$ cat config.mk
export PLATFORM = sky130hd
export DESIGN_NAME = lbr_bus_seq
export DESIGN_NICKNAME = d
export VERILOG_FILES = /design/src/core/lbr_pkg.sv /design/src/core/lbr_bus_seq.sv /design/src/core/lbr_reset_sync.sv /design/src/core/lbr_irq_front.sv
export SDC_FILE = /design/constraint.sdc
export NUM_CORES = 1
export LEC_CHECK = 0
export ABC_AREA = 1
export BUFFER_PORTS_ARGS = -buffer_cell sky130_fd_sc_hd__clkbuf_2
export CAP_MARGIN = 5
export CORE_MARGIN = 8
export CORE_UTILIZATION = 55
export CTS_CLUSTER_DIAMETER = 80
export DETAILED_ROUTE_END_ITERATION = 7
export HOLD_SLACK_MARGIN = 0.06
export PLACE_DENSITY_LB_ADDON = 0.15
export SLEW_MARGIN = 20
export SYNTH_ARGS = -nofsm -noshare
export SYNTH_HDL_FRONTEND = slang
export SYNTH_SLANG_ARGS = --single-unit
$ cat constraint.sdc
create_clock -name clk_in -period 2.05 [get_ports clk_in]
set_clock_uncertainty 0.1 [all_clocks]
set_input_delay 0.205 -clock clk_in [delete_from_list [all_inputs] [get_ports clk_in]]
set_output_delay 0.205 -clock clk_in [all_outputs]
set_load 0.01 [all_outputs]
$ cat src/core/lbr_pkg.sv
// constants, enums and structs of the bus sequencer
// assumes clk_in at 40 MHz; clock_output is clk_in divided by two
package lbr_pkg;

  // clock and bus period figures
  localparam int unsigned CLK_PERIOD_NS = 25;  // clk_in period
  localparam int unsigned CLOCK_OUTPUT_DIV    = 2;   // clk_in cycles per T
  localparam int unsigned HALF_T_CYC    = CLOCK_OUTPUT_DIV / 2;

  // bus intervals in clk_in cycles
  localparam logic [4:0] ALE_CYC      = 5'(2 * HALF_T_CYC);  // one T
  localparam logic [4:0] AHOLD_CYC    = 5'(1 * HALF_T_CYC);  // half T
  localparam logic [4:0] STROBE_CYC   = 5'(4 * HALF_T_CYC);  // two T
  localparam logic [4:0] WAIT_CYC     = 5'(2 * HALF_T_CYC);  // one T
  localparam logic [4:0] RECOV_CYC    = 5'(2 * HALF_T_CYC);  // one T
  localparam logic [4:0] RECOV_CS_CYC = 5'(1 * HALF_T_CYC);  // half T
  localparam logic [4:0] HALT_CYC     = 5'(2 * HALF_T_CYC);  // one T

  // acknowledge intervals
  localparam logic [4:0] IA_LOW_CYC   = 5'(4 * HALF_T_CYC);   // two T
  localparam logic [4:0] IA_GAP_CYC   = 5'(8 * HALF_T_CYC);   // four T
  localparam logic [4:0] CAS_SU_CYC   = 5'(16 * HALF_T_CYC);  // eight T
  localparam logic [4:0] CAS_HOLD_CYC = 5'(8 * HALF_T_CYC);   // four T
  localparam logic [4:0] IA_LEAD_CYC  = 5'(CAS_SU_CYC - IA_LOW_CYC
                                           - IA_GAP_CYC);

  // interrupt request timing
  localparam int unsigned IRES_NS  = 150;  // longest resolution time
  localparam int unsigned IRES_CYC = (IRES_NS / CLK_PERIOD_NS < 1) ? 1 :
                                     IRES_NS / CLK_PERIOD_NS;
  localparam int unsigned IRLH_NS  = 50;   // least low time to rearm
  localparam int unsigned IRLH_CYC = (IRLH_NS + CLK_PERIOD_NS - 1) /
                                     CLK_PERIOD_NS;
  localparam int unsigned IRLH_W   = 3;    // low counter width
  localparam int unsigned NUM_IRQ  = 8;    // request lines
  localparam int unsigned CASC_IDX = 7;    // line through two stages

  // request kinds
  typedef enum logic [1:0] {
    LBR_RD,
    LBR_WR,
    LBR_IACK,
    LBR_HALT
  } lbr_kind_e;

  // bus sequencer states
  typedef enum logic [3:0] {
    ST_IDLE,
    ST_ADDR,
    ST_AHOLD,
    ST_STROBE,
    ST_RECOV,
    ST_IA_LEAD,
    ST_IA_P1,
    ST_IA_GAP,
    ST_IA_P2,
    ST_IA_HOLD,
    ST_HALT,
    ST_RST_DRIVE,
    ST_RST_FLOAT
  } lbr_state_e;

  // one request from the core side
  typedef struct packed {
    lbr_kind_e   kind;   // read, write, acknowledge, halt
    logic        lock;   // hold the bus lock during the cycle
    logic [19:0] addr;   // full address
    logic [15:0] wdata;  // write data
    logic [2:0]  cas;    // cascade select for acknowledge
  } lbr_req_s;

  // pin drive; _oe_n low = driven
  typedef struct packed {
    logic        ale;
    logic        rd_n;
    logic        wr_n;
    logic        cs_n;
    logic        int_ack_strobe_n;
    logic        ctl_oe_n;
    logic        lock_n;
    logic        lock_oe_n;
    logic        top_addr;
    logic        top_oe_n;
    logic [2:0]  upper;
    logic        upper_oe_n;
    logic [15:0] ad;
    logic        ad_oe_n;
    logic [2:0]  cas;
    logic        clock_output;
  } lbr_pins_s;

  // main sequencer state
  typedef struct packed {
    lbr_state_e  state;
    logic [4:0]  cnt;        // cycles left in this state after this one
    logic        clk_div;    // clock output divider
    logic        last_read;  // previous cycle left the data bus floated
    lbr_req_s    req;        // request being served
    logic [15:0] rdata;      // captured read data or vector
    logic        rsp_valid;  // completion pulse
    logic        irq_clr;    // first acknowledge pulse started
    logic        cap_float;  // test pin sampled low during reset
    logic        test_float; // all pins but cas and clock_output floated until the next reset is released
  } lbr_core_s;

  // reset synchroniser state
  typedef struct packed {
    logic meta;
    logic sync;
  } lbr_rsync_s;

  // interrupt front end state
  typedef struct packed {
    logic [NUM_IRQ-1:0]             prev;
    logic [NUM_IRQ-1:0][IRLH_W-1:0] lowc;
    logic [NUM_IRQ-1:0]             armed;
    logic [NUM_IRQ-1:0]             pending;
    logic                           casc;
    logic                           intr;
  } lbr_irq_s;

endpackage : lbr_pkg

$ cat src/core/lbr_bus_seq.sv
// multiplexed local bus sequencer with reset entry and acknowledge
// assumes one clock; pins are sampled synchronously to clk_in
// pads resolve each pin from its enable
`timescale 1ns/1ps

// Function
// address latch strobe high one clock period
// address valid half period before strobe falls
// address held half period after strobe falls
// chip select asserted before latch strobe falls
// read/write strobe half period after latch
// strobe active two periods plus waits
// data bus floated by read strobe fall
// next address one period after read
// write data held one period after strobe
// chip select spacing of half periods
// test pin request held around reset release
// two acknowledge pulses, four periods apart
// cascade select eight before, four after
// controller output within resolution time
// request low time rearms edge detector
// reset input synchronised before use
// reset held low from power on
// reset aborts cycle, drive then float
// lock and upper address float in reset
// only test pin may be pulled low
// halt cycle invalid address, controls inactive
// address lines zero in low power
// intervals counted in half clock periods
module lbr_bus_seq (
  input  wire logic                         clk_in,
  input  wire logic                         rst_b_in,
  input  wire logic                         reset_input_n_in,
  input  wire logic                         req_valid_in,
  input  wire lbr_pkg::lbr_req_s            req_in,
  output logic                              req_ready_out,
  output logic                              rsp_valid_out,
  output logic [15:0]                       rsp_data_out,
  input  wire logic                         ready_in,
  input  wire logic                         lowpower_in,
  input  wire logic [15:0]                  ad_in,
  input  wire logic                         top_addr_in,
  input  wire logic [lbr_pkg::NUM_IRQ-1:0]  irq_in,
  input  wire logic [lbr_pkg::NUM_IRQ-1:0]  irq_mask_in,
  output logic                              int_request_out,
  output logic                              test_float_mode_out,
  output lbr_pkg::lbr_pins_s                pins_out
);

  lbr_pkg::lbr_core_s cur_ff;   // registered state
  lbr_pkg::lbr_core_s nxt_ff;   // next state
  lbr_pkg::lbr_pins_s pins;     // decoded pin drive
  logic               rst_req;  // synchronised reset request
  logic               idle_ok;  // sequencer may take a request

  // reset pin synchroniser
  lbr_reset_sync u_rsync (
    .clk_in           (clk_in),
    .rst_b_in         (rst_b_in),
    .reset_input_n_in (reset_input_n_in),
    .rst_req_out      (rst_req)
  );

  // irq front end, cleared by first ack
  lbr_irq_front u_irq (
    .clk_in   (clk_in),
    .rst_b_in (rst_b_in),
    .irq_in   (irq_in),
    .mask_in  (irq_mask_in),
    .clear_in (cur_ff.irq_clr),
    .int_out  (int_request_out)
  );

  // true for a write request
  function automatic logic is_write(input lbr_pkg::lbr_kind_e k);
    is_write = (k == lbr_pkg::LBR_WR);
  endfunction : is_write

  // counter start for n cycles
  function automatic logic [4:0] span(input logic [4:0] n);
    span = n - 5'h01;
  endfunction : span

  assign idle_ok = (cur_ff.state == lbr_pkg::ST_IDLE) && !rst_req &&
                   !cur_ff.test_float;

  // sequencer next state
  always_comb
  begin
    nxt_ff           = cur_ff;
    nxt_ff.clk_div   = ~cur_ff.clk_div;
    nxt_ff.rsp_valid = 1'b0;
    nxt_ff.irq_clr   = 1'b0;
    // every interval counts down in half periods
    if (cur_ff.cnt != 5'h00)
      nxt_ff.cnt = cur_ff.cnt - 5'h01;
    if (rst_req)
    begin
      // abort: one cycle inactive, then float
      if (cur_ff.state == lbr_pkg::ST_RST_DRIVE ||
          cur_ff.state == lbr_pkg::ST_RST_FLOAT)
        nxt_ff.state = lbr_pkg::ST_RST_FLOAT;
      else
        nxt_ff.state = lbr_pkg::ST_RST_DRIVE;
      nxt_ff.cnt = 5'h00;
      // test pin, last reset cycle wins
      nxt_ff.cap_float = ~top_addr_in;
      nxt_ff.last_read = 1'b1;
    end
    else
    begin
      case (cur_ff.state)
        lbr_pkg::ST_RST_DRIVE,
        lbr_pkg::ST_RST_FLOAT:
        begin
          // release: latch test float request
          nxt_ff.state      = lbr_pkg::ST_IDLE;
          nxt_ff.test_float = cur_ff.cap_float;
        end
        lbr_pkg::ST_IDLE:
        begin
          if (req_valid_in && idle_ok)
          begin
            nxt_ff.req = req_in;
            case (req_in.kind)
              lbr_pkg::LBR_RD,
              lbr_pkg::LBR_WR:
              begin
                nxt_ff.state = lbr_pkg::ST_ADDR;
                nxt_ff.cnt   = span(lbr_pkg::ALE_CYC);
              end
              lbr_pkg::LBR_IACK:
              begin
                nxt_ff.state = lbr_pkg::ST_IA_LEAD;
                nxt_ff.cnt   = span(lbr_pkg::IA_LEAD_CYC);
              end
              default:
              begin
                nxt_ff.state = lbr_pkg::ST_HALT;
                nxt_ff.cnt   = span(lbr_pkg::HALT_CYC);
              end
            endcase
          end
        end
        lbr_pkg::ST_ADDR:
        begin
          if (cur_ff.cnt == 5'h00)
          begin
            nxt_ff.state = lbr_pkg::ST_AHOLD;
            nxt_ff.cnt   = span(lbr_pkg::AHOLD_CYC);
          end
        end
        lbr_pkg::ST_AHOLD:
        begin
          if (cur_ff.cnt == 5'h00)
          begin
            nxt_ff.state = lbr_pkg::ST_STROBE;
            nxt_ff.cnt   = span(lbr_pkg::STROBE_CYC);
          end
        end
        lbr_pkg::ST_STROBE:
        begin
          if (cur_ff.cnt == 5'h00)
          begin
            if (!ready_in)
              nxt_ff.cnt = span(lbr_pkg::WAIT_CYC);
            else
            begin
              nxt_ff.state     = lbr_pkg::ST_RECOV;
              nxt_ff.cnt       = span(lbr_pkg::RECOV_CYC);
              nxt_ff.rdata     = ad_in;
              nxt_ff.rsp_valid = 1'b1;
              nxt_ff.last_read = ~is_write(cur_ff.req.kind);
            end
          end
        end
        lbr_pkg::ST_RECOV:
        begin
          if (cur_ff.cnt == 5'h00)
            nxt_ff.state = lbr_pkg::ST_IDLE;
        end
        lbr_pkg::ST_IA_LEAD:
        begin
          if (cur_ff.cnt == 5'h00)
          begin
            nxt_ff.state   = lbr_pkg::ST_IA_P1;
            nxt_ff.cnt     = span(lbr_pkg::IA_LOW_CYC);
            nxt_ff.irq_clr = 1'b1;
          end
        end
        lbr_pkg::ST_IA_P1:
        begin
          if (cur_ff.cnt == 5'h00)
          begin
            nxt_ff.state = lbr_pkg::ST_IA_GAP;
            nxt_ff.cnt   = span(lbr_pkg::IA_GAP_CYC);
          end
        end
        lbr_pkg::ST_IA_GAP:
        begin
          if (cur_ff.cnt == 5'h00)
          begin
            nxt_ff.state = lbr_pkg::ST_IA_P2;
            nxt_ff.cnt   = span(lbr_pkg::IA_LOW_CYC);
          end
        end
        lbr_pkg::ST_IA_P2:
        begin
          if (cur_ff.cnt == 5'h00)
          begin
            // vector sampled as the second pulse ends
            nxt_ff.state = lbr_pkg::ST_IA_HOLD;
            nxt_ff.cnt   = span(lbr_pkg::CAS_HOLD_CYC -
                                lbr_pkg::IA_LOW_CYC);
            nxt_ff.rdata = ad_in;
          end
        end
        lbr_pkg::ST_IA_HOLD:
        begin
          if (cur_ff.cnt == 5'h00)
          begin
            nxt_ff.state     = lbr_pkg::ST_IDLE;
            nxt_ff.rsp_valid = 1'b1;
            nxt_ff.last_read = 1'b1;
          end
        end
        lbr_pkg::ST_HALT:
        begin
          if (cur_ff.cnt == 5'h00)
          begin
            nxt_ff.state     = lbr_pkg::ST_IDLE;
            nxt_ff.rsp_valid = 1'b1;
          end
        end
        default:
        begin
          nxt_ff.state = lbr_pkg::ST_IDLE;
        end
      endcase
    end
  end

  // pin decode from the registered state
  always_comb
  begin
    pins              = '0;
    pins.rd_n         = 1'b1;
    pins.wr_n         = 1'b1;
    pins.cs_n         = 1'b1;
    pins.int_ack_strobe_n       = 1'b1;
    pins.lock_n       = ~cur_ff.req.lock;
    pins.top_addr     = cur_ff.req.addr[19];
    pins.upper        = cur_ff.req.addr[18:16];
    pins.ad           = cur_ff.req.addr[15:0];
    pins.ad_oe_n      = 1'b1;
    pins.clock_output = cur_ff.clk_div;
    case (cur_ff.state)
      lbr_pkg::ST_ADDR:
      begin
        pins.ale     = 1'b1;
        pins.cs_n    = 1'b0;
        pins.ad_oe_n = 1'b0;
      end
      lbr_pkg::ST_AHOLD:
      begin
        pins.cs_n    = 1'b0;
        pins.ad_oe_n = 1'b0;
      end
      lbr_pkg::ST_STROBE:
      begin
        pins.cs_n = 1'b0;
        if (is_write(cur_ff.req.kind))
        begin
          pins.wr_n    = 1'b0;
          pins.ad      = cur_ff.req.wdata;
          pins.ad_oe_n = 1'b0;
        end
        else
        begin
          pins.rd_n = 1'b0;
        end
      end
      lbr_pkg::ST_RECOV:
      begin
        // select half a period, then idle
        pins.cs_n = (cur_ff.cnt < lbr_pkg::RECOV_CYC -
                     lbr_pkg::RECOV_CS_CYC);
        if (is_write(cur_ff.req.kind))
        begin
          pins.ad      = cur_ff.req.wdata;
          pins.ad_oe_n = 1'b0;
        end
      end
      lbr_pkg::ST_IA_LEAD,
      lbr_pkg::ST_IA_GAP,
      lbr_pkg::ST_IA_HOLD:
      begin
        pins.cas = cur_ff.req.cas;
      end
      lbr_pkg::ST_IA_P1,
      lbr_pkg::ST_IA_P2:
      begin
        pins.cas    = cur_ff.req.cas;
        pins.int_ack_strobe_n = 1'b0;
      end
      lbr_pkg::ST_HALT:
      begin
        // data floats after a read, acknowledge or reset
        pins.ad_oe_n = cur_ff.last_read;
      end
      lbr_pkg::ST_RST_DRIVE:
      begin
        pins.lock_n = 1'b1;
      end
      lbr_pkg::ST_RST_FLOAT:
      begin
        pins.ctl_oe_n   = 1'b1;
        pins.lock_oe_n  = 1'b1;
        pins.top_oe_n   = 1'b1;
        pins.upper_oe_n = 1'b1;
      end
      default:
      begin
        pins.lock_n = 1'b1;
        if (lowpower_in)
        begin
          pins.top_addr = 1'b0;
          pins.upper    = 3'h0;
          pins.ad       = 16'h0000;
          pins.ad_oe_n  = 1'b0;
        end
      end
    endcase
    // test float releases every pin but cas and clock_output
    if (cur_ff.test_float)
    begin
      pins.ctl_oe_n   = 1'b1;
      pins.lock_oe_n  = 1'b1;
      pins.top_oe_n   = 1'b1;
      pins.upper_oe_n = 1'b1;
      pins.ad_oe_n    = 1'b1;
    end
  end

  // state register; comes up as if in reset
  always_ff @(posedge clk_in or negedge rst_b_in)
  begin
    if (!rst_b_in)
    begin
      cur_ff           <= '0;
      cur_ff.state     <= lbr_pkg::ST_RST_FLOAT;
      cur_ff.last_read <= 1'b1;
    end
    else
    begin
      cur_ff <= nxt_ff;
    end
  end

  assign req_ready_out       = idle_ok;
  assign rsp_valid_out       = cur_ff.rsp_valid;
  assign rsp_data_out        = cur_ff.rdata;
  assign test_float_mode_out = cur_ff.test_float;
  assign pins_out            = pins;

endmodule : lbr_bus_seq

$ cat src/core/lbr_reset_sync.sv
// two-flop synchroniser for the reset input pin
// assumes the pin is low for reset and clk_in is running
`timescale 1ns/1ps

module lbr_reset_sync (
  input  wire logic clk_in,
  input  wire logic rst_b_in,
  input  wire logic reset_input_n_in,
  output logic      rst_req_out
);

  lbr_pkg::lbr_rsync_s cur_ff;  // registered state
  lbr_pkg::lbr_rsync_s nxt_ff;  // next state

  // first flop feeds only the second
  always_comb
  begin
    nxt_ff.meta = ~reset_input_n_in;
    nxt_ff.sync = cur_ff.meta;
  end

  // registers come up in reset
  always_ff @(posedge clk_in or negedge rst_b_in)
  begin
    if (!rst_b_in)
    begin
      cur_ff <= '{meta: 1'b1, sync: 1'b1};
    end
    else
    begin
      cur_ff <= nxt_ff;
    end
  end

  assign rst_req_out = cur_ff.sync;

endmodule : lbr_reset_sync

$ cat src/core/lbr_irq_front.sv
// edge-triggered interrupt request front end with a cascaded line
// assumes requests are synchronous to clk_in and active high
`timescale 1ns/1ps

module lbr_irq_front (
  input  wire logic                         clk_in,
  input  wire logic                         rst_b_in,
  input  wire logic [lbr_pkg::NUM_IRQ-1:0]  irq_in,
  input  wire logic [lbr_pkg::NUM_IRQ-1:0]  mask_in,
  input  wire logic                         clear_in,
  output logic                              int_out
);

  lbr_pkg::lbr_irq_s cur_ff;  // registered state
  lbr_pkg::lbr_irq_s nxt_ff;  // next state
  logic [lbr_pkg::NUM_IRQ-1:0] active;  // unmasked pending lines
  logic [lbr_pkg::NUM_IRQ-1:0] direct;  // lines through one stage

  localparam int unsigned IRLH_W = lbr_pkg::IRLH_W;

  // edge detect, rearm, set over clear
  always_comb
  begin
    nxt_ff = cur_ff;
    nxt_ff.prev = irq_in;
    for (int i = 0; i < lbr_pkg::NUM_IRQ; i++)
    begin
      if (!irq_in[i])
      begin
        // count low time, saturating
        if (cur_ff.lowc[i] < IRLH_W'(lbr_pkg::IRLH_CYC))
          nxt_ff.lowc[i] = cur_ff.lowc[i] + IRLH_W'(1);
        if (cur_ff.lowc[i] >= IRLH_W'(lbr_pkg::IRLH_CYC - 1))
          nxt_ff.armed[i] = 1'b1;
      end
      if (clear_in)
        nxt_ff.pending[i] = 1'b0;
      if (irq_in[i] && !cur_ff.prev[i] && cur_ff.armed[i])
      begin
        // armed rising edge wins over clear
        nxt_ff.pending[i] = 1'b1;
        nxt_ff.armed[i]   = 1'b0;
        nxt_ff.lowc[i]    = '0;
      end
    end
    active = cur_ff.pending & ~mask_in;
    direct = active;
    direct[lbr_pkg::CASC_IDX] = 1'b0;
    // cascaded line takes one extra stage
    nxt_ff.casc = active[lbr_pkg::CASC_IDX];
    nxt_ff.intr = (|direct) | cur_ff.casc;
  end

  // state register
  always_ff @(posedge clk_in or negedge rst_b_in)
  begin
    if (!rst_b_in)
    begin
      cur_ff <= '0;
    end
    else
    begin
      cur_ff <= nxt_ff;
    end
  end

  assign int_out = cur_ff.intr;

endmodule : lbr_irq_front

# [Yosys cells after proc, flatten, opt, wreduce, memory -nomap -nowiden]
# Cells that the tools add are included.
# Widths: inputs -> output; s select.
[classes] addsub=9 order_cmp=17 eq_ne=37 n_mux=105 n_bitwise=9 n_reduce_logical=95
[op_table] op="$mux 3" count=28
[op_table] op="$mux 9" count=9
[op_table] op="$mux 17" count=4
[op_table] op="$pmux 16 s2" count=2
[op_table] op="$reduce_bool 2->1" count=25
[op_table] op="$mux 1" count=49
[op_table] op="$pmux 5 s8" count=1
[op_table] op="$pmux 4 s9" count=1
[op_table] op="$reduce_and 2->1" count=17
[op_table] op="$ne 3x2->1 const B" count=9
[op_table] op="$add 3x1->3 const B" count=8
[op_table] op="$ge 3x1->1 const B" count=8
[op_table] op="$lt 3x2->1 const B" count=8
[op_table] op="$eq 4x4->1 const B" count=5
[op_table] op="$logic_and 1x1->1" count=19
[op_table] op="$pmux 9 s2" count=1
[op_table] op="$eq 4x3->1 const B" count=4
[op_table] op="$mux 16" count=1
[op_table] op="$ne 2x1->1 const B" count=8
[op_table] op="$reduce_or 7->1" count=2
[op_table] op="$reduce_or 12->1" count=1
[op_table] op="$reduce_or 2->1" count=6
[op_table] op="$reduce_or 11->1" count=1
[op_table] op="$logic_not 1->1" count=10
[op_table] op="30 further kinds" count=45
[totals] ff_bits=125 output_inout_bits=55 wordCells=315

# [Logic depth before layout (Yosys ltp)]
# Gate-level depths: netlist of the first run.
[depth] word_depth=7 mapped_depth=12 mapped_depth_nobuf=12

# [By module]
# From an unflattened synthesis of the first run, not the netlist that was laid out.
[hier_totals] cells_unflattened=864 area_unflattened_um2=6731.5
[by_module_without_submodules] mod="lbr_bus_seq" n_inst=1 cells_per_inst=595 area_each_um2=4340.4 seq_area_each_um2=1830.5
[by_module_without_submodules] mod="lbr_irq_front" n_inst=1 cells_per_inst=266 area_each_um2=2334.7 seq_area_each_um2=1251.2
[by_module_without_submodules] mod="lbr_reset_sync" n_inst=1 cells_per_inst=3 area_each_um2=56.3 seq_area_each_um2=52.6

# [Worst setup path after synthesis of the first run]
# Ideal clock, no wire load.
[synth_timing] path_type="register -> output" from="register cur_ff[71] (netlist bit)" to="output port pins_out[22] (netlist bit)" t_arrival_ps=1472 required_time_ps=1745 slack_ps=273 path_stages_with_launch=10 path_cell_list="dfstp_2 -> inv_2 -> nor2_4 -> nand2_1 -> nand2_2 -> nor2_2 -> inv_2 -> nor2_2 -> buf_4 -> a21boi_1"
[synth_lines] item="start: declaration" line_no="lbr_bus_seq.sv:50" rtl="lbr_pkg::lbr_core_s cur_ff;"
[synth_lines] item="start signal: assignment" line_no="lbr_bus_seq.sv:356" rtl="cur_ff <= nxt_ff;"
[synth_lines] item="end: declaration" line_no="lbr_bus_seq.sv:47" rtl="output lbr_pkg::lbr_pins_s pins_out"

==> impl_metrics.py, run 1 <==
metrics = {
    "placement": {
        "gp_congestion": 1.05,
        "placed_cells": 1064,
        "place_ws_ps": 30.3,
        "port_buffers": 135,
        "dp_hpwl_mm": 12.2,
    },
    "layout": {
        "final_nets": 1150,
        "num-fill-cells": 715,
        "drive_gt1_share_pct": 26.7,
        "final_cells": 1208,
        "area.growth.synth_to_final_pct": 42.4,
    },
    "setup_path": {
        "path_cells": "inv_4 -> nor2_4 -> nand2_2 -> nand2_4 -> nor2_4 -> nand2_2 -> nor2_4 -> buf_12 -> buf_16 -> a21boi_2 -> clkbuf_2",
        "r2r-end": "cur_ff[65]",
        "end_kind": "output port",
        "startpoint_type": "register",
        "r2r_cells": 11,
        "cp.arrival_ps": 2280,
        "r2r_start": "cur_ff[69]",
        "critical_path_class": "reg2out",
        "cpPeakStageDelay_ps": 620,
        "path_max_fanout": 5,
        "startpoint": "cur_ff[71]",
        "cp_slowest_cell": "dfstp_2",
        "reg2reg_slack_ps": -130,
        "crit_top_cell": "nor2_4",
        "endpoint": "pins_out[26]",
        "cp_data_required_time_ps": 1750,
    },
    "synth": {
        "yosysSeqAreaShare_pct": 49.2,
        "ys_types": 30,
        "syn_inst": 807,
        "synth_area_leaders": "dfrtp_1 (47%), nand2_1 (14%), inv_1 (5.2%)",
        "synth_top_area_share_pct": 47.2,
        "synth_edf_count": 0,
        "syn_nets": 907,
        "syn_area_mm2": 0.00637,
        "synthFlopType": "dfrtp_1",
        "ys_warn_count": 0,
        "async_flop_share_pct": 100,
        "synth-seq-cells": 125,
        "synth.most_common_cell": "nand2_1",
        "synthTopCellsByCount": "nand2_1 (244), dfrtp_1 (120), inv_1 (88)",
        "yosys.area.top_type": "dfrtp_1",
        "syn_area_per_cell_um2": 7.89,
    },
    "worst_hold_path": {
        "hp-class": "in2reg",
    },
    "sta": {
        "rsz0062_at_grt": "true",
        "tightest_slew_ps": 573,
        "fin_crit_sh_pct": 126,
        "setup_ws_ps": -531,
        "hold_viol": 0,
        "slew_headroom_pct": 61.8,
        "setup_viol": 45,
        "holdWs_ps": 20.0,
        "finalMaxSlewViolations": 0,
        "fmax_mhz": 387,
        "layout_min_cycle_time_ps": 2580,
    },
    "clock_network": {
        "h-tree-depth": 4,
        "cts_tree": "built",
        "worstSkewPairLatency_ps": 420,
        "cts_root_buf": "clkbuf_16",
        "clk_pin_slew_ps": 50,
        "numCtsBuffers": 17,
        "clkSinkCount": 125,
        "clockBufferDepth": 2,
    },
    "global_routing": {
        "grt_max_degree": 42,
        "grt_usage_pct": 26.7,
        "overflow": 0,
        "grt_first_pass_wirelength_mm": 31.7,
        "antenna_found_initial": 0,
        "grt_pass1_vias": 6712,
    },
    "detailed_routing": {
        "top_layer_used": "met4",
        "drtAntennaViolNets": 0,
        "drt_iter0_drc": 655,
        "wl_met1_mm": 7.56,
        "via_per_inst": 5.42,
        "firstDrtPassIters": 8,
        "wl_per_cell_um": 16.6,
        "via_count": 6552,
        "drt-total-wl_mm": 20.0,
        "drc_errors": 0,
        "wl_met2_mm": 10.0,
        "wl_met3_mm": 1.54,
    },
    "floorplan": {
        "dieWidth_um": 124,
        "io_pins": 136,
        "dieArea_mm2": 0.0153,
        "std_cell_rows": 39,
        "fp.dieH_um": 124,
        "coreArea_mm2": 0.0114,
        "initial_utilization_pct": 56.0,
    },
    "power": {
        "leakage_uw": 0.00474,
        "powerDensity_mw_per_mm2": 1560,
        "vdd_drop_max_v": 0.00107,
    },
    "flow_run": {
        "maxCapViolCount": 0,
    },
    "status": {
        "violations": "setup timing",
        "status": "finished, violations left",
    },
}
-- per-stage QoR --
| stage | util [%] | TNS, ps | power [µW] | cell area (µm²) |
|---|---|---|---|---|
| detailed placement | 63.1 | 0 | 9780 | 7180 |
| CTS | 78.6 | -9660 | 13800 | 8940 |
| global route | 79.7 | -16060 | 15100 | 9060 |
| floorplan | - | 0 | 7880 | 6370 |
| finish | 79.7 | -12790 | 14200 | 9060 |
| global placement | 63.1 | 0 | 9510 | 7180 |
-- power breakdown --
part	total [µW]	leakage (µW)	internal [µW]	switching, µW
sequential	4180	0.00148	3470	712
combinational	7240	0.00300	3100	4130
clock	2770	0.000258	1670	1100
-- metal layers --
layer  up-vias  global-route usage (%)
met5         -                       0
met4         0                    14.8
met3        89                    6.75
met2       374                    45.2
met1      3069                    30.3
li1       3020                       -
-- cells by family after synthesis --
logic type	count (synthesis)	synth area share (%)
fa+ha+maj	19	3.73
xor+xnor	7	0.963
compound gates	101	8.76
simple gates	414	27.2
flops	125	49.2
buf+inv	141	10.1
-- worst min-delay path by stage --
| stage | from | end | slack [ps] | cells past startpoint |
|---|---|---|---|---|
| finish | irq_mask_in[1] | u_irq.int_out | 20 | 4 |
| CTS | rst_b_in | u_irq.cur_ff[27] | 230 | 2 |
| global route | irq_mask_in[1] | u_irq.int_out | 140 | 4 |
| global placement | rst_b_in | u_irq.cur_ff[14] | 130 | 1 |
| floorplan | rst_b_in | cur_ff[1] | -190 | 0 |
| detailed placement | rst_b_in | u_irq.cur_ff[13] | 130 | 1 |
-- area by class of cell --
type                            instances  area (µm²)  area share, %
Antenna cell                            2        5.00         0.0552
Clock buffer                           23         488           5.38
Clock inverter                          9        61.3          0.676
Inverter                               97         374           4.13
Multi-Input combinational cell        541        2730           30.1
Sequential cell                       125        3140           34.6
Tap cell                              143         179           1.97
Timing Repair Buffer                  268        2090           23.1
-- cells in the final DEF (no fill, tap or decap), types with 10 or more instances in the layout --
master         synthesis  routed
inv_1                 88      88
ha_1                  19      19
nor3_1                17      16
clkbuf_16              0      18
buf_4                 28      39
clkbuf_2               0     127
buf_6                  0      10
nand2_2                9      14
dlygate4sd3_1          0      75
dfrtp_1              120     118
nand3_1               58      57
o22ai_1               10      10
a21oi_1               12      11
nor2_1                72      62
o21ai_0               64      59
nand2_1              244     236
-- registers in the layout (all words and copies together), names as in the netlist --
signal               cells
u_irq.int_out            1
u_rsync.rst_req_out      1
u_rsync.cur_ff           1
test_float_mode_out      1
rsp_valid_out            1
u_irq.cur_ff            49
cur_ff                  54
pins_out                 1
rsp_data_out            16
-- timing repair --
action | CTS | global route
gates cloned | 3 | 1
gates resized for setup | 40 | 36
pin swaps | 4 | 10
buffers inserted | 30 | 7
setup endpoints to repair | 30 | 69
hold buffers | 76 | 0
hold endpoints to repair | 124 | 0
-- critical path, delay by kind of cell (launching register included) --
family	cells	cell delay, ps
buffers and inverters	4	500
flip-flops	1	620
AND/OR/NAND/NOR	6	570
AO/OA/AOI/OAI	1	140
No activity file was read; power rests on OpenSTA's default activity.
==> run 2, diff against run 1 <==
--- a/config.mk
+++ b/config.mk
@@ -13,8 +13,9 @@
 export CTS_CLUSTER_DIAMETER = 80
 export DETAILED_ROUTE_END_ITERATION = 7
 export HOLD_SLACK_MARGIN = 0.06
-export PLACE_DENSITY_LB_ADDON = 0.15
+export PLACE_DENSITY = 0.8
 export SLEW_MARGIN = 20
 export SYNTH_ARGS = -nofsm -noshare
 export SYNTH_HDL_FRONTEND = slang
 export SYNTH_SLANG_ARGS = --single-unit
+export TNS_END_PERCENT = 1
==> run 2 against run 1 <==
  * The run still ends with setup timing left
  * Die area unchanged
  * Critical path type unchanged
  * Cell count down 2.6%
  * Count of clock-buffer cells in the layout shrank 1
  * Maximum frequency rose by 5.5%
  * Wire length down 8.4%
  * Critical path depth down 1
  * Combinational power down 18%
  * Total power down 7.0%
  * Highest routed layer unchanged
==> impl_metrics.py, run 2 (synthesized netlist as in run 1, its figures left out) <==
metrics = {
    "global_routing": {
        "grt_max_degree": 60,
        "grt_first_pass_wirelength_mm": 29.3,
        "grt_usage_pct": 24.8,
        "antenna_found_initial": 0,
        "overflow": 0,
        "grt_pass1_vias": 6242,
    },
    "flow_run": {
        "maxCapViolCount": 0,
    },
    "setup_path": {
        "reg2reg_slack_ps": 220,
        "path_cells": "inv_2 -> nor2_4 -> nand2_1 -> nand2_2 -> nor2_4 -> inv_2 -> nor2_4 -> buf_12 -> a21boi_1 -> buf_2",
        "cp_slowest_cell": "dfstp_2",
        "r2r_start": "cur_ff[69]",
        "path_max_fanout": 20,
        "cpLargestDelayFamily": "flip-flops",
        "cp.arrival_ps": 2140,
        "r2r_cells": 6,
        "r2r-end": "cur_ff[48]",
        "crit_top_cell": "nor2_4",
        "startpoint_type": "register",
        "end_kind": "output port",
        "cpPeakStageDelay_ps": 590,
        "cp_data_required_time_ps": 1750,
        "critPathBufInv": 4,
        "critical_path_class": "reg2out",
    },
    "sta": {
        "holdWs_ps": 113,
        "finalMaxSlewViolations": 0,
        "layout_min_cycle_time_ps": 2450,
        "hold_viol": 0,
        "fin_crit_sh_pct": 119,
        "setup_viol": 26,
        "fmax_mhz": 409,
        "rsz0062_at_grt": "true",
        "setup_ws_ps": -395,
        "tns_ps": -7850,
        "slew_headroom_pct": 64.2,
        "tightest_slew_ps": 537,
    },
    "detailed_routing": {
        "wl_per_cell_um": 15.6,
        "via_per_inst": 5.21,
        "drtAntennaViolNets": 0,
        "drc_errors": 0,
        "via_count": 6134,
        "firstDrtPassIters": 5,
        "drt_iter0_drc": 539,
        "drt-total-wl_mm": 18.3,
    },
    "layout": {
        "largest_reg_flops": 54,
        "final_cell_mix": "nand2_1 (241), clkbuf_2 (119), dfrtp_1 (118)",
        "fin_area_mm2": 0.00864,
        "top_register": "cur_ff",
        "final_nets": 1118,
        "layout_commonest_cell": "nand2_1",
        "num-fill-cells": 794,
        "final_cells": 1177,
        "area.growth.synth_to_final_pct": 35.7,
        "drive_gt1_share_pct": 22.5,
    },
    "floorplan": {
        "fp.dieH_um": 124,
        "dieArea_mm2": 0.0153,
        "coreArea_mm2": 0.0114,
        "dieWidth_um": 124,
        "initial_utilization_pct": 56.0,
        "io_pins": 136,
        "std_cell_rows": 39,
    },
    "clock_network": {
        "numCtsBuffers": 17,
        "clkSinkCount": 125,
        "clk_pin_slew_ps": 60,
        "cts_tree": "built",
        "worstSkewPairLatency_ps": 420,
        "h-tree-depth": 4,
        "clockBufferDepth": 2,
        "cts_root_buf": "clkbuf_16",
    },
    "power": {
        "leakage_uw": 0.00457,
        "powerDensity_mw_per_mm2": 1530,
        "vdd_drop_max_v": 0.00102,
        "power_uw": 13200,
    },
    "placement": {
        "dp_hpwl_mm": 11.5,
        "gp_congestion": 0.956,
        "placed_cells": 1065,
        "port_buffers": 135,
        "placed_cell_area_mm2": 0.00721,
    },
    "status": {
        "status": "finished, violations left",
        "violations": "setup timing",
    },
    "worst_hold_path": {
        "hp-class": "in2async",
    },
}
==> run 2: power by group <==
part | switching [µW] | internal (µW)
registers | 706 | 3470
clock network | 1100 | 1940
logic | 3590 | 2380
total | 5400 | 7790
==> run 2: worst reg2reg max path, stage by stage (launching register included) <==
cell	delay, ps
dfrtp_2	470
nor2_4	200
nand2_2	150
nor3_4	230
buf_12	280
nand2_1	140
o21ai_0	140
==> run 2: metal layers <==
metal	share of wire, %	wire length, µm	global-route usage [%]	vias up
li1	-	-	-	2948
met1	39	7070	27.7	2881
met2	52	9460	42.2	247
met3	6.4	1170	7.03	58
met4	3.4	624	13.7	0
met5	0	0	0	-
==> run 2: final cells by class <==
class | count | area, µm² | area share (%)
Clock inverter | 9 | 109 | 1.26
Inverter | 97 | 367 | 4.24
Antenna cell | 4 | 10.0 | 0.116
Sequential cell | 125 | 3140 | 36.3
Tap cell | 143 | 179 | 2.07
Timing Repair Buffer | 236 | 1710 | 19.8
Multi-Input combinational cell | 541 | 2630 | 30.5
Clock buffer | 22 | 494 | 5.72
==> run 2: what timing repair did <==
item	4_1_cts	5_1_grt
hold endpoints to repair	212	0
hold buffers	76	0
pin swaps	1	0
setup endpoints to repair	26	35
setup buffers	1	0
gates resized for setup	4	27
==> run 2: worst max-delay path by stage <==
stage,to,startpoint,slack [ps],cells past startpoint
finish,pins_out[24],cur_ff[71],-400,10
global route,pins_out[20],cur_ff[72],-500,12
CTS,pins_out[20],cur_ff[71],-340,10
detailed placement,pins_out[13],cur_ff[69],40,11
global placement,pins_out[15],cur_ff[72],110,12
floorplan,pins_out[22],cur_ff[71],270,9
==> run 2: through the flow <==
stage / utilization, % / worst slack, ps
after floorplan: - / 273
after global placement: 63.4 / 106
after detailed placement: 63.4 / 40.4
after CTS: 75.6 / -344
after global routing: 75.9 / -496
final: 76.0 / -395
==> run 3, diff against run 2 <==
--- a/config.mk
+++ b/config.mk
@@ -5,15 +5,15 @@
 export SDC_FILE = /design/constraint.sdc
 export NUM_CORES = 1
 export LEC_CHECK = 0
-export ABC_AREA = 1
 export BUFFER_PORTS_ARGS = -buffer_cell sky130_fd_sc_hd__clkbuf_2
 export CAP_MARGIN = 5
 export CORE_MARGIN = 8
-export CORE_UTILIZATION = 55
+export CORE_UTILIZATION = 49
 export CTS_CLUSTER_DIAMETER = 80
 export DETAILED_ROUTE_END_ITERATION = 7
 export HOLD_SLACK_MARGIN = 0.06
-export PLACE_DENSITY = 0.8
+export MAX_ROUTING_LAYER = met4
+export PLACE_DENSITY = 0.76
 export SLEW_MARGIN = 20
 export SYNTH_ARGS = -nofsm -noshare
 export SYNTH_HDL_FRONTEND = slang
==> constraint.sdc (replaced) <==
create_clock -name clk_in -period 2.1 [get_ports clk_in]
set_clock_uncertainty 0.1 [all_clocks]
set_input_delay 0.21 -clock clk_in [delete_from_list [all_inputs] [get_ports clk_in]]
set_output_delay 0.21 -clock clk_in [all_outputs]
set_load 0.01 [all_outputs]
==> run 3 against run 2 <==
  * The run still ends with setup timing left
  * Critical path depth fell by 4
  * Sequential share of layout area down 0.21 points
  * Combinational power down 9.7%
  * Cell area up 0.58%
  * Critical path type unchanged
  * Non-clock buffer count rose by 19
  * Core utilization is 6.0 points lower
  * Synthesized area shrank 3.6%
  * Hold slack worse by 37 ps
  * Register-to-register slack got worse by 320 ps
  * Wire length shrank 9.0%
  * Global-route usage decreased by 2.8 points
==> impl_metrics.py, run 3 <==
metrics = {
    "synth": {
        "synthFlopType": "dfrtp_1",
        "synthTopCellsByCount": "dfrtp_1 (120), mux2_2 (59), a21oi_1 (48)",
        "synth_area_leaders": "dfrtp_1 (49%), mux2_2 (11%), a21oi_1 (3.9%)",
        "syn_inst": 569,
        "yosys.area.top_type": "dfrtp_1",
        "syn_nets": 669,
        "synth_top_area_share_pct": 48.9,
        "synth_edf_count": 0,
        "synth-seq-cells": 125,
        "syn_area_mm2": 0.00614,
        "ys_warn_count": 0,
        "synth.most_common_cell": "dfrtp_1",
        "yosysSeqAreaShare_pct": 51.1,
        "ys_types": 56,
        "syn_area_per_cell_um2": 10.8,
        "async_flop_share_pct": 100,
    },
    "power": {
        "powerDensity_mw_per_mm2": 1440,
        "vdd_drop_max_v": 0.000783,
        "leakage_uw": 0.00418,
    },
    "setup_path": {
        "cp.arrival_ps": 2010,
        "endpoint": "pins_out[9]",
        "critical_path_class": "reg2out",
        "cp_slowest_cell": "dfstp_2",
        "path_cells": "nor3b_4 -> a21oi_2 -> nor3_2 -> buf_12 -> a22o_1 -> clkbuf_2",
        "r2r_cells": 7,
        "cpLargestDelayFamily": "flip-flops",
        "critPathBufInv": 2,
        "end_kind": "output port",
        "startpoint_type": "register",
        "r2r-end": "cur_ff[71]",
        "startpoint": "cur_ff[71]",
        "cp_num_cells": 6,
        "cpPeakStageDelay_ps": 610,
        "cp_data_required_time_ps": 1790,
        "reg2reg_slack_ps": -100,
        "r2r_start": "cur_ff[71]",
        "path_max_fanout": 16,
    },
    "layout": {
        "top_register": "cur_ff",
        "drive_gt1_share_pct": 38.5,
        "layout_commonest_cell": "clkbuf_2",
        "final_cell_mix": "clkbuf_2 (129), dfrtp_1 (118), dlygate4sd3_1 (70)",
        "area.growth.synth_to_final_pct": 41.6,
        "num-fill-cells": 895,
        "final_nets": 901,
        "final_core_util_pct": 70.0,
        "largest_reg_flops": 54,
    },
    "sta": {
        "setup_ws_ps": -224,
        "finalMaxSlewViolations": 0,
        "tightest_slew_ps": 506,
        "fmax_mhz": 430,
        "tns_ps": -3660,
        "hold_viol": 0,
        "setup_viol": 26,
        "fin_crit_sh_pct": 111,
        "layout_min_cycle_time_ps": 2320,
        "slew_headroom_pct": 66.3,
        "rsz0062_at_grt": "true",
    },
    "flow_run": {
        "maxCapViolCount": 0,
    },
    "global_routing": {
        "overflow": 0,
        "use_met2_pct": 38.5,
        "grtUsageMet3_pct": 5.20,
        "grtUsageMet1_pct": 23.0,
        "grt_pass1_vias": 5602,
        "grt_first_pass_wirelength_mm": 27.6,
        "grt_max_degree": 46,
        "grt_busiest_layer": "met2",
        "grt_usage_pct": 22.0,
        "antenna_found_initial": 1,
    },
    "floorplan": {
        "std_cell_rows": 41,
        "dieArea_mm2": 0.0164,
        "initial_utilization_pct": 49.4,
        "dieWidth_um": 128,
        "coreArea_mm2": 0.0124,
        "io_pins": 136,
        "fp.dieH_um": 128,
    },
    "status": {
        "status": "finished, violations left",
        "violations": "setup timing",
    },
    "detailed_routing": {
        "via_count": 5269,
        "drt-total-wl_mm": 16.7,
        "wl_per_cell_um": 16.9,
        "via_per_inst": 5.34,
        "drc_errors": 0,
        "drt_iter0_drc": 229,
        "firstDrtPassIters": 7,
        "drtAntennaViolNets": 0,
    },
    "placement": {
        "gp_congestion": 0.887,
        "dp_hpwl_mm": 11.2,
        "port_buffers": 135,
    },
    "clock_network": {
        "clkSinkCount": 125,
        "numCtsBuffers": 17,
        "cts_root_buf": "clkbuf_16",
        "worstSkewPairLatency_ps": 410,
        "clockBufferDepth": 2,
        "cts_tree": "built",
        "clk_pin_slew_ps": 50,
        "h-tree-depth": 4,
    },
    "worst_hold_path": {
        "hp-class": "in2reg",
    },
}
==> run 3: cell count changes in the layout (fill, tap and decap cells not counted), sizes merged, moves of 13 or more <==
cell	delta
nand2	-218
a21oi	+37
nor2	-34
a22o	+15
nand3	-55
nand2b	+13
o21ai	-44
inv	-60
buf	+15
mux2	+59
==> run 3: stage by stage <==
stage                     setup WS (ps)  power, µW  hold slack [ps]  cell area (µm²)  cells
after floorplan                    -101       7280             -186             6140    569
after global placement            -69.1       8660              115             7150    873
after detailed placement           9.80       8910              119             7150    873
after CTS                          -229      12400             60.7             8620    985
after global routing               -299      13300             74.4             8690    987
final                              -224      12500             76.0             8690    987
==> run 3: report_power, final <==
| group | internal (µW) | leakage [µW] | total, µW | switching (µW) |
|---|---|---|---|---|
| sequential | 3330 | 0.00150 | 4050 | 724 |
| combinational | 2670 | 0.00240 | 5390 | 2730 |
| clock | 2010 | 0.000291 | 3080 | 1070 |
| total | 8010 | 0.00418 | 12500 | 4520 |
==> run 3: per-layer routing <==
layer | vias to the layer above | wire length [µm]
met5 | - | 0
met4 | 0 | 573
met3 | 51 | 841
met2 | 167 | 8790
met1 | 2606 | 6470
li1 | 2445 | -
==> run 3: final cells by class <==
cell class / instances / area [µm²] / area share, %
timing repair buffer: 255 / 1840 / 21.2
sequential: 125 / 3140 / 36.1
multi-input combinational: 365 / 2720 / 31.3
tap: 172 / 215 / 2.48
clock inverter: 14 / 193 / 2.22
antenna: 1 / 2.50 / 0.0288
clock buffer: 18 / 439 / 5.05
inverter: 37 / 139 / 1.60
==> run 3: kinds of logic (layout without fill, tap and decap cells) <==
| logic type | count (synthesis) | count (layout) | synth area share (%) |
|---|---|---|---|
| muxes | 60 | 60 | 11.0 |
| AOI/OAI and AO/OA | 131 | 131 | 14.1 |
| other | 0 | 1 | 0 |
| xor gates and xnor gates | 9 | 9 | 1.28 |
| and+or+nand+nor | 146 | 146 | 12.2 |
| adders and majority gates | 19 | 19 | 3.87 |
| DFF | 125 | 125 | 51.1 |
| buffers and inverters | 79 | 324 | 6.46 |
==> run 3: worst min-delay path by stage <==
stage	start	end	slack, ps	cells past startpoint
final	irq_mask_in[6]	u_irq.int_out	80	3
after global routing	irq_mask_in[6]	u_irq.int_out	70	3
after CTS	req_in[41]	cur_ff[61]	60	3
after detailed placement	rst_b_in	rsp_data_out[6]	120	1
after global placement	rst_b_in	rsp_data_out[9]	120	1
after floorplan	rst_b_in	cur_ff[1]	-190	0
==> run 3: timing repair <==
| item | CTS | global route |
|---|---|---|
| setup buffers | 10 | 1 |
| pin swaps | 18 | 6 |
| hold buffers | 70 | 0 |
| hold endpoints to repair | 130 | 0 |
| endpoints found under the setup margin | 28 | 96 |
| resized for setup | 17 | 20 |
==> run 3: worst min-delay path: cells and delay by family <==
| family | cells | cell delay (ps) |
|---|---|---|
| buf+inv | 1 | 90 |
| compound gates | 1 | 120 |
| simple gates | 1 | 130 |
